`config.mk`:
```
export PLATFORM = sky130hd
export DESIGN_NAME = sefe_spi_front
export DESIGN_NICKNAME = d
export VERILOG_FILES = /design/src/design/sefe_pkg.sv /design/src/design/sefe_fifo.sv /design/src/design/sefe_spi_front.sv
export SDC_FILE = /design/constraint.sdc
export NUM_CORES = 1
export LEC_CHECK = 0
export CORE_UTILIZATION = 35
export CTS_BUF_LIST = sky130_fd_sc_hd__clkbuf_8
export DETAILED_ROUTE_END_ITERATION = 6
export DONT_BUFFER_PORTS = 1
export PLACE_DENSITY = 0.53
export SETUP_SLACK_MARGIN = 0.05
export SYNTH_ARGS = -nofsm -noshare
export SYNTH_HDL_FRONTEND = slang
export SYNTH_SLANG_ARGS = --single-unit
```
`constraint.sdc`:
```
create_clock -name i_core_clk -period 2.78 [get_ports i_core_clk]
set_input_delay 0.417 -clock i_core_clk [delete_from_list [all_inputs] [get_ports i_core_clk]]
set_output_delay 0.417 -clock i_core_clk [all_outputs]
set_load 0.005 [all_outputs]
```
`src/design/sefe_pkg.sv`:
```
// -----------------------------------------------------------------------------
// Shared constants of the serial front end
// -----------------------------------------------------------------------------
package sefe_pkg;
  // Core clock rate in hertz.
  localparam int SEFE_CORE_CLK_HZ = 100_000_000;
  // Longest internal write cycle in milliseconds, and its length in core cycles.
  localparam int SEFE_TWC_MS = 5;
  localparam int SEFE_TWC_CYCLES = SEFE_TWC_MS * (SEFE_CORE_CLK_HZ / 1000);
  // Address width, page size as address bits, and write buffer shape.
  localparam int SEFE_ADDR_W = 8;
  localparam int SEFE_PAGE_BITS = 4;
  localparam int SEFE_FIFO_DEPTH = 32;
  localparam int SEFE_FIFO_WIDTH = 16;
  // Instruction decode: bit 3 of the instruction byte is a don't care.
  localparam logic [7:0] SEFE_OP_MASK = 8'hf7;
  localparam logic [7:0] SEFE_OP_READ = 8'h03;
  localparam logic [7:0] SEFE_OP_WRITE = 8'h02;
  localparam logic [7:0] SEFE_OP_CLR_WRITE_LATCH = 8'h04;
  localparam logic [7:0] SEFE_OP_READ_STATUS = 8'h05;
  localparam logic [7:0] SEFE_OP_SET_WRITE_LATCH = 8'h06;
  // Status byte field positions and the index of the last bit of a byte.
  localparam int SEFE_ST_BUSY_BIT = 0;
  localparam int SEFE_ST_LATCH_BIT = 1;
  localparam logic [2:0] SEFE_LAST_BIT = 3'h7;
  // Reset levels of the synchronised pins.
  localparam logic [1:0] SEFE_SYNC_LOW = 2'h0;
  localparam logic [1:0] SEFE_SYNC_HIGH = 2'h3;

  typedef enum logic [3:0] {
    SEFE_PH_IDLE,
    SEFE_PH_CMD,
    SEFE_PH_RADDR,
    SEFE_PH_WADDR,
    SEFE_PH_RDATA,
    SEFE_PH_WDATA,
    SEFE_PH_STATUS,
    SEFE_PH_DONE,
    SEFE_PH_SKIP
  } sefe_phase_t;
endpackage

```
`src/design/sefe_fifo.sv`:
```
`timescale 1ns/1ps
// -----------------------------------------------------------------------------
// Write data buffer
// -----------------------------------------------------------------------------
module sefe_fifo #(
  parameter int WIDTH = sefe_pkg::SEFE_FIFO_WIDTH,
  parameter int DEPTH = sefe_pkg::SEFE_FIFO_DEPTH
) (
  input wire logic i_core_clk,
  input wire logic i_resetn,
  input wire logic i_flush,
  input wire logic i_in_valid,
  output logic o_in_ready,
  input wire logic [WIDTH-1:0] i_in_data,
  output logic o_out_valid,
  input wire logic i_out_ready,
  output logic [WIDTH-1:0] o_out_data
);
  import sefe_pkg::*;

  localparam int AW = $clog2(DEPTH);

  logic [WIDTH-1:0] mem [DEPTH];
  logic [AW:0] wr_ptr;
  logic [AW:0] rd_ptr;
  wire push = i_in_valid & o_in_ready;
  wire pop = o_out_valid & i_out_ready;

  // Full when the pointers differ only in the wrap bit; DEPTH must be a power of two.
  assign o_in_ready = ~((wr_ptr[AW] != rd_ptr[AW]) && (wr_ptr[AW-1:0] == rd_ptr[AW-1:0]));
  assign o_out_valid = (wr_ptr != rd_ptr);
  assign o_out_data = mem[rd_ptr[AW-1:0]];

  // Storage carries no reset, so it maps onto plain RAM.
  always_ff @(posedge i_core_clk)
  begin
    if (push)
    begin
      mem[wr_ptr[AW-1:0]] <= i_in_data;
    end
  end

  // Flush drops everything, which is how an aborted write sequence is discarded.
  always_ff @(posedge i_core_clk or negedge i_resetn)
  begin
    if (!i_resetn)
    begin
      wr_ptr <= '0;
      rd_ptr <= '0;
    end
    else if (i_flush)
    begin
      wr_ptr <= '0;
      rd_ptr <= '0;
    end
    else
    begin
      wr_ptr <= wr_ptr + (AW+1)'(push);
      rd_ptr <= rd_ptr + (AW+1)'(pop);
    end
  end
endmodule // sefe_fifo

```
`src/design/sefe_spi_front.sv`:
```
`timescale 1ns/1ps
// -----------------------------------------------------------------------------
// Serial front end of the byte-wide memory
// -----------------------------------------------------------------------------
module sefe_spi_front #(
  parameter int TWC_CYCLES = sefe_pkg::SEFE_TWC_CYCLES
) (
  input wire logic i_core_clk,
  input wire logic i_resetn,
  input wire logic i_sck,
  input wire logic i_cs_n,
  input wire logic i_hold_n,
  input wire logic i_si,
  output logic o_so,
  output logic o_so_oe_n,
  output logic o_write_busy_flag,
  output logic [sefe_pkg::SEFE_ADDR_W-1:0] o_rd_addr,
  input wire logic [7:0] i_rd_data,
  output logic o_mem_we,
  output logic [sefe_pkg::SEFE_ADDR_W-1:0] o_mem_waddr,
  output logic [7:0] o_mem_wdata,
  input wire logic i_mem_ready
);
  import sefe_pkg::*;

  localparam int CNT_W = $clog2(TWC_CYCLES + 1);
  localparam logic [CNT_W-1:0] CNT_LAST = CNT_W'(TWC_CYCLES - 1);
  localparam int PB = SEFE_PAGE_BITS;

  function automatic logic op_is(input logic [7:0] b, input logic [7:0] code);
    return (b & SEFE_OP_MASK) == code;
  endfunction

  // ---------------------------------------------------------------------------
  // Pin synchronisers and edge detection
  // ---------------------------------------------------------------------------
  logic [1:0] sck_sy;
  logic [1:0] cs_sy;
  logic [1:0] hold_sy;
  logic [1:0] si_sy;
  logic sck_d;
  logic cs_d;

  // Every pin passes two flops; the serial clock is just another sampled level.
  always_ff @(posedge i_core_clk or negedge i_resetn)
  begin
    if (!i_resetn)
    begin
      sck_sy <= SEFE_SYNC_LOW;
      cs_sy <= SEFE_SYNC_HIGH;
      hold_sy <= SEFE_SYNC_HIGH;
      si_sy <= SEFE_SYNC_LOW;
      sck_d <= 1'b0;
      cs_d <= 1'b1;
    end
    else
    begin
      sck_sy <= {sck_sy[0], i_sck};
      cs_sy <= {cs_sy[0], i_cs_n};
      hold_sy <= {hold_sy[0], i_hold_n};
      si_sy <= {si_sy[0], i_si};
      sck_d <= sck_sy[1];
      cs_d <= cs_sy[1];
    end
  end

  // Clock edges count only while selected and not paused; select is never masked.
  wire cs_s = cs_sy[1];
  wire hold_s = hold_sy[1];
  wire si_s = si_sy[1];
  wire cs_fall = ~cs_s & cs_d;
  wire cs_rise = cs_s & ~cs_d;
  wire active = ~cs_s & ~cs_d & hold_s;
  wire sck_rise = active & sck_sy[1] & ~sck_d;
  wire sck_fall = active & ~sck_sy[1] & sck_d;

  // ---------------------------------------------------------------------------
  // Transfer state
  // ---------------------------------------------------------------------------
  sefe_phase_t phase;
  sefe_phase_t next_phase;
  logic [2:0] bit_cnt;
  logic [7:0] sh;
  logic [7:0] ir;
  logic [SEFE_ADDR_W-1:0] addr;
  logic wel;
  logic busy;
  logic [CNT_W-1:0] busy_cnt;
  logic wrote_any;
  logic overrun;
  logic [7:0] so_sr;
  logic [7:0] status_byte;
  logic f_in_ready;
  logic f_out_valid;
  logic [SEFE_FIFO_WIDTH-1:0] f_out_data;

  // Bits arrive most significant first, so each new bit enters at the bottom.
  wire [7:0] next_sh = {sh[6:0], si_s};
  wire byte_done = sck_rise & (bit_cnt == SEFE_LAST_BIT);
  wire out_phase = (phase == SEFE_PH_RDATA) | (phase == SEFE_PH_STATUS);
  wire wr_push = byte_done & (phase == SEFE_PH_WDATA);
  // A write counts only if select rises on a byte boundary with no data lost.
  wire wr_commit = cs_rise & (phase == SEFE_PH_WDATA) & (bit_cnt == 3'h0)
                   & wrote_any & ~overrun;
  wire wr_abort = cs_rise & (phase == SEFE_PH_WDATA) & ~wr_commit;
  wire busy_end = busy & (busy_cnt == CNT_LAST);
  wire latch_set = cs_rise & (phase == SEFE_PH_DONE) & op_is(ir, SEFE_OP_SET_WRITE_LATCH);
  wire latch_clr = cs_rise & (phase == SEFE_PH_DONE) & op_is(ir, SEFE_OP_CLR_WRITE_LATCH);
  wire mem_pop = busy & f_out_valid & (~o_mem_we | i_mem_ready);
  wire [SEFE_ADDR_W-1:0] page_next = {addr[SEFE_ADDR_W-1:PB], addr[PB-1:0] + PB'(1)};
  wire [7:0] load_byte = (phase == SEFE_PH_STATUS) ? status_byte : i_rd_data;

  // Status byte: the upper bits read as zero.
  always_comb
  begin
    status_byte = 8'h00;
    status_byte[SEFE_ST_BUSY_BIT] = busy;
    status_byte[SEFE_ST_LATCH_BIT] = wel;
  end

  // Phase sequencing; reads are refused while a write cycle runs.
  always_comb
  begin
    next_phase = phase;
    if (cs_fall)
      next_phase = SEFE_PH_CMD;
    else if (cs_s)
      next_phase = SEFE_PH_IDLE;
    else if (byte_done)
    begin
      case (phase)
        SEFE_PH_CMD:
        begin
          // Decode the byte completed by this very edge.
          if (op_is(next_sh, SEFE_OP_READ) && !busy)
            next_phase = SEFE_PH_RADDR;
          else if (op_is(next_sh, SEFE_OP_WRITE) && wel && !busy)
            next_phase = SEFE_PH_WADDR;
          else if (op_is(next_sh, SEFE_OP_READ_STATUS))
            next_phase = SEFE_PH_STATUS;
          else if (op_is(next_sh, SEFE_OP_SET_WRITE_LATCH)
                   || op_is(next_sh, SEFE_OP_CLR_WRITE_LATCH))
            next_phase = SEFE_PH_DONE;
          else
            next_phase = SEFE_PH_SKIP;
        end
        SEFE_PH_RADDR: next_phase = SEFE_PH_RDATA;
        SEFE_PH_WADDR: next_phase = SEFE_PH_WDATA;
        // A further full byte after a latch command spoils it.
        SEFE_PH_DONE: next_phase = SEFE_PH_SKIP;
        default: next_phase = phase;
      endcase
    end
  end

  // While paused no edge is seen, so the bit counter and shift register simply hold their values.
  always_ff @(posedge i_core_clk or negedge i_resetn)
  begin
    if (!i_resetn)
    begin
      phase <= SEFE_PH_IDLE;
      bit_cnt <= 3'h0;
      sh <= 8'h00;
      ir <= 8'h00;
    end
    else
    begin
      phase <= next_phase;
      if (cs_fall)
        bit_cnt <= 3'h0;
      else if (sck_rise)
        bit_cnt <= bit_cnt + 3'h1;
      if (sck_rise)
        sh <= next_sh;
      if (byte_done && phase == SEFE_PH_CMD)
        ir <= next_sh;
    end
  end

  // Address pointer: reads roll over the whole array, writes wrap in the page.
  always_ff @(posedge i_core_clk or negedge i_resetn)
  begin
    if (!i_resetn)
      addr <= '0;
    else if (byte_done && (phase == SEFE_PH_RADDR || phase == SEFE_PH_WADDR))
      addr <= next_sh;
    else if (byte_done && phase == SEFE_PH_RDATA)
      addr <= addr + SEFE_ADDR_W'(1);
    else if (wr_push)
      addr <= page_next;
  end

  // Write bookkeeping. Bytes past buffer capacity are lost, so the write is vetoed.
  always_ff @(posedge i_core_clk or negedge i_resetn)
  begin
    if (!i_resetn)
    begin
      wrote_any <= 1'b0;
      overrun <= 1'b0;
    end
    else if (cs_fall)
    begin
      wrote_any <= 1'b0;
      overrun <= 1'b0;
    end
    else if (wr_push)
    begin
      wrote_any <= 1'b1;
      overrun <= overrun | ~f_in_ready;
    end
  end

  // Write latch; a latch command set wins over the end-of-write clear.
  always_ff @(posedge i_core_clk or negedge i_resetn)
  begin
    if (!i_resetn)
      wel <= 1'b0;
    else if (latch_set)
      wel <= 1'b1;
    else if (latch_clr || busy_end)
      wel <= 1'b0;
  end

  // Self-timed write cycle of fixed length.
  always_ff @(posedge i_core_clk or negedge i_resetn)
  begin
    if (!i_resetn)
    begin
      busy <= 1'b0;
      busy_cnt <= '0;
    end
    else if (wr_commit)
    begin
      busy <= 1'b1;
      busy_cnt <= '0;
    end
    else if (busy_end)
      busy <= 1'b0;
    else if (busy)
      busy_cnt <= busy_cnt + CNT_W'(1);
  end

  // Array write port, one registered stage that waits on the array's ready.
  always_ff @(posedge i_core_clk or negedge i_resetn)
  begin
    if (!i_resetn)
    begin
      o_mem_we <= 1'b0;
      o_mem_waddr <= '0;
      o_mem_wdata <= 8'h00;
    end
    else if (mem_pop)
    begin
      o_mem_we <= 1'b1;
      o_mem_waddr <= f_out_data[15:8];
      o_mem_wdata <= f_out_data[7:0];
    end
    else if (i_mem_ready)
      o_mem_we <= 1'b0;
  end

  // Output shifter moves on the clock fall so the host samples on the rise.
  always_ff @(posedge i_core_clk or negedge i_resetn)
  begin
    if (!i_resetn)
    begin
      o_so <= 1'b0;
      so_sr <= 8'h00;
      o_so_oe_n <= 1'b1;
    end
    else
    begin
      if (sck_fall && out_phase && bit_cnt == 3'h0)
      begin
        o_so <= load_byte[7];
        so_sr <= {load_byte[6:0], 1'b0};
      end
      else if (sck_fall && out_phase)
      begin
        o_so <= so_sr[7];
        so_sr <= {so_sr[6:0], 1'b0};
      end
      o_so_oe_n <= ~(out_phase & ~cs_s & hold_s);
    end
  end

  assign o_write_busy_flag = busy;
  assign o_rd_addr = addr;

  // Buffer of page bytes, drained to the array during the write cycle.
  sefe_fifo #(
    .WIDTH(SEFE_FIFO_WIDTH),
    .DEPTH(SEFE_FIFO_DEPTH)
  ) u_fifo (
    .i_core_clk(i_core_clk),
    .i_resetn(i_resetn),
    .i_flush(wr_abort | busy_end),
    .i_in_valid(wr_push),
    .o_in_ready(f_in_ready),
    .i_in_data({addr, next_sh}),
    .o_out_valid(f_out_valid),
    .i_out_ready(mem_pop),
    .o_out_data(f_out_data)
  );
endmodule // sefe_spi_front

```
==> impl_metrics.toml <==
[synthesis]
synthArstFlopShare_pct = 16.3
avgSynthCellArea_um2 = 16.1
synth_ff_type = "edfxtp_1"
yosysSeqAreaShare_pct = 72.3
syn_area_mm2 = 0.0247
syn-instance-count = 1540
synth-seq-cells = 612
synthMuxAreaShare_pct = 11.8
synth_edf_count = 512
synth_compound_area_share_pct = 7.20
synth_fp_nets = 1564
synth_top_family_by_area = "multiplexers"
synthXorXnorAreaFrac_pct = 1.03
synth-simple-area-share_pct = 5.01
yosys.cell_types.count = 64
synthAdderAreaFrac_pct = 0.496
yosysWarningCount = 0

[setup_path]
worstSetupEndpointType = "flip-flop"
rr_startpoint = "u_fifo.rd_ptr[1]$_DFF_PN0_"
r2r_slack_ns = 0.17
reg2reg_to = "o_mem_wdata[2]$_DFFE_PN0N_"
worst_r2r_path_depth = 8
arrival_ns = 3.20
start_kind = "flip-flop"
cp.required_ns = 3.36
worstSetupStartpoint = "u_fifo.rd_ptr[1]$_DFF_PN0_"
crit_end = "o_mem_wdata[2]$_DFFE_PN0N_"
critical_path_class = "reg2reg"
crit_fanout = 35

[timing]
rsz0062_at_grt = "no"
layout_setup_ws_ns = 0.169
hold_viol = 0
setup_viol = 0
period_share_pct = 93.9
worstMarginPinSlew_ns = 0.840
drv_slew = 0
slew_headroom_pct = 43.5
max_freq_mhz = 383
clock_skew_ns = 0.0431
period_minus_slack_ns = 2.61

[cells_and_area]
multiInputGateArea_mm2 = 0.00637
drive_above_1_share_pct = 18.0
area_delta_synth_final_pct = 16.2
fin_cells = 2713
stdcell_area_mm2 = 0.0287
fill_cells = 6439
seqCellArea_mm2 = 0.0179
nNetsFinal = 1713
final_core_util_pct = 41.0

[die]
core_mm2 = 0.0700
die_area_mm2 = 0.0717
fp.dieH_um = 268
start_util_pct = 35.3
ioPinCount = 43
die_x_um = 268
fp-row-count = 97

[grt]
antenna_found_initial = 3
grt_pass1_wl_um = 94500
grt_max_degree = 101
grt_overflow_total = 0
grt_usage_pct = 18.3
grt_pass1_vias = 14106

[power]
ir_drop_mv = 0.354
p_sw_share_pct = 21.9
cellLeakagePower_uw = 0.00933
power_frac_comb_pct = 2.0
intPower_uw = 14000
p_seq_share_pct = 55.9
powerDensity_mw_per_mm2 = 622
p_clk_share_pct = 42.1
p_switching_uw = 3910

[clock_tree]
clk_pin_slew_ns = 0.06
cts.sinks = 612
clock_latency_ns = 0.71
cts_tree = "done"
cts_buffer_depth = 3
cts_buffers = 102
root_buffer = "clkbuf_8"
htree_levels = 3

[place]
io_buffers = 0
gp_congestion = 0.804
dp.cells = 2514
dp_hpwl_um = 40500
placedInstanceArea_mm2 = 0.0267
dp_slack_ns = 0.251

[job]
cap_violations = 0

[routing]
wl_per_cell_um = 24.0
vias = 14044
drc = 0
drtAntennaViolNets = 0
dr.pass1.iters = 5
routed_wl_um = 65200
dr.first_iter.drc_count = 1019
via_per_inst = 5.18

[min_path]
hold_depth = 3
hp-class = "in2reg"

[status]
outcome = "finished, final reports clean"
-- cell type report --
class                           count  share of cell area [%]
Multi-Input combinational cell    825                    22.2
Clock buffer                      113                    5.41
Tap cell                          940                    4.09
Timing Repair Buffer              130                    4.51
Inverter                           18                   0.235
Sequential cell                   612                    62.2
Antenna cell                        2                  0.0174
Clock inverter                     73                    1.32
-- repair_timing --
item	in CTS	in global routing
buffers inserted	0	0
hold buffers	11	0
gates resized for setup	0	0
setup endpoints to repair	0	0
endpoints found under the hold margin	109	0
-- layout by cell type (no fill, tap or decap), types with 3 or more instances in the layout --
cell type	n
buf_4	97
nor2_1	69
dfrtp_1	92
a22oi_1	130
nand3_1	19
or3_1	8
xnor2_1	8
mux2_2	29
nor3_1	5
nor2b_1	6
dlygate4sd3_1	10
a21o_1	5
inv_1	56
nand4_1	8
clkbuf_8	113
nand2_1	32
clkinv_1	14
and3_1	12
dfstp_2	6
ha_1	9
clkinvlp_4	3
o21ai_0	24
a21oi_1	85
and4_1	7
nand3b_1	6
nor4_1	18
o2111ai_1	6
nor2_2	7
mux2i_1	260
clkinv_2	13
buf_12	22
edfxtp_1	512
nand2b_1	6
xor2_1	21
-- power by group through the flow --
stage | clock, uW | sequential [uW] | combinational (uW)
2_1_floorplan | 0 | 10200 | 77.5
3_3_place_gp | 0 | 10200 | 310
3_5_place_dp | 0 | 10200 | 315
4_1_cts | 7720 | 10000 | 366
5_1_grt | 8110 | 10000 | 390
6_report | 7530 | 10000 | 357
-- critical path, cell delays in order (launching register included) --
cell	delay [ns]
dfrtp_1	0.46
buf_4	0.20
nor2_4	0.36
buf_12	0.27
a22oi_1	0.14
a21oi_1	0.48
nor4_1	0.17
buf_4	0.17
mux2_2	0.24
-- cell usage after synthesis, types with 9 or more instances --
library cell / n / area, um^2
edfxtp_1: 512 / 15400
mux2i_1: 260 / 2600
a22oi_1: 130 / 976
dfrtp_1: 94 / 2350
a21oi_1: 85 / 425
nor2_1: 76 / 285
nand2_1: 32 / 120
mux2_2: 29 / 327
clkbuf_1: 28 / 105
o21ai_0: 24 / 120
buf_2: 22 / 110
buf_4: 22 / 165
xor2_1: 21 / 184
nand3_1: 19 / 95.1
nor4_1: 19 / 119
inv_1: 18 / 67.6
and3_1: 12 / 75.1
ha_1: 9 / 113
-- flip-flops by register name (all words and copies together), names as in the netlist, 2 cells and up --
signal and count:
u_fifo.mem 512, busy_cnt 19, o_mem_waddr 8, o_mem_wdata 8
o_rd_addr 8, ir 7, sh 7, so_sr 7
u_fifo.rd_ptr 6, u_fifo.wr_ptr 6, phase 4, bit_cnt 3
cs_sy 2, hold_sy 2, sck_sy 2, si_sy 2
-- per-layer routing --
layer	vias to the layer above	GRT usage, %	wire length [um]
met2	420	28.2	29800
li1	6334	-	-
met5	-	0	0
met4	0	5.22	1510
met3	106	4.32	4120
met1	7184	25.8	29800
-- through the flow --
step,total power [uW],hold slack [ns],TNS (ns)
2_1_floorplan,10300,0.121,-0.664
3_3_place_gp,10500,0.128,0
3_5_place_dp,10500,0.125,0
4_1_cts,18100,0.00119,0
5_1_grt,18500,0.0275,0
6_report,17900,0.0548,0
-- worst min-delay path by stage --
| stage | startpoint | endpoint |
|---|---|---|
| detailed placement | i_resetn | so_sr[5]$_DFFE_PN0P_ |
| CTS | i_rd_data[2] | so_sr[3]$_DFFE_PN0P_ |
| finish | i_rd_data[2] | so_sr[3]$_DFFE_PN0P_ |
| global route | i_rd_data[4] | so_sr[5]$_DFFE_PN0P_ |
| global placement | i_resetn | so_sr[4]$_DFFE_PN0P_ |
| floorplan | i_resetn | bit_cnt[0]$_DFFE_PN0P_ |
-- cell families after synthesis --
kind of cell,after synthesis
AND/OR/NAND/NOR,230
XOR/XNOR,29
adder cells (fa/ha/maj),10
flip-flops,612
AO/OA/AOI/OAI,267
multiplexers,289
buffers and inverters,103
(Power assumes the default switching activity.)
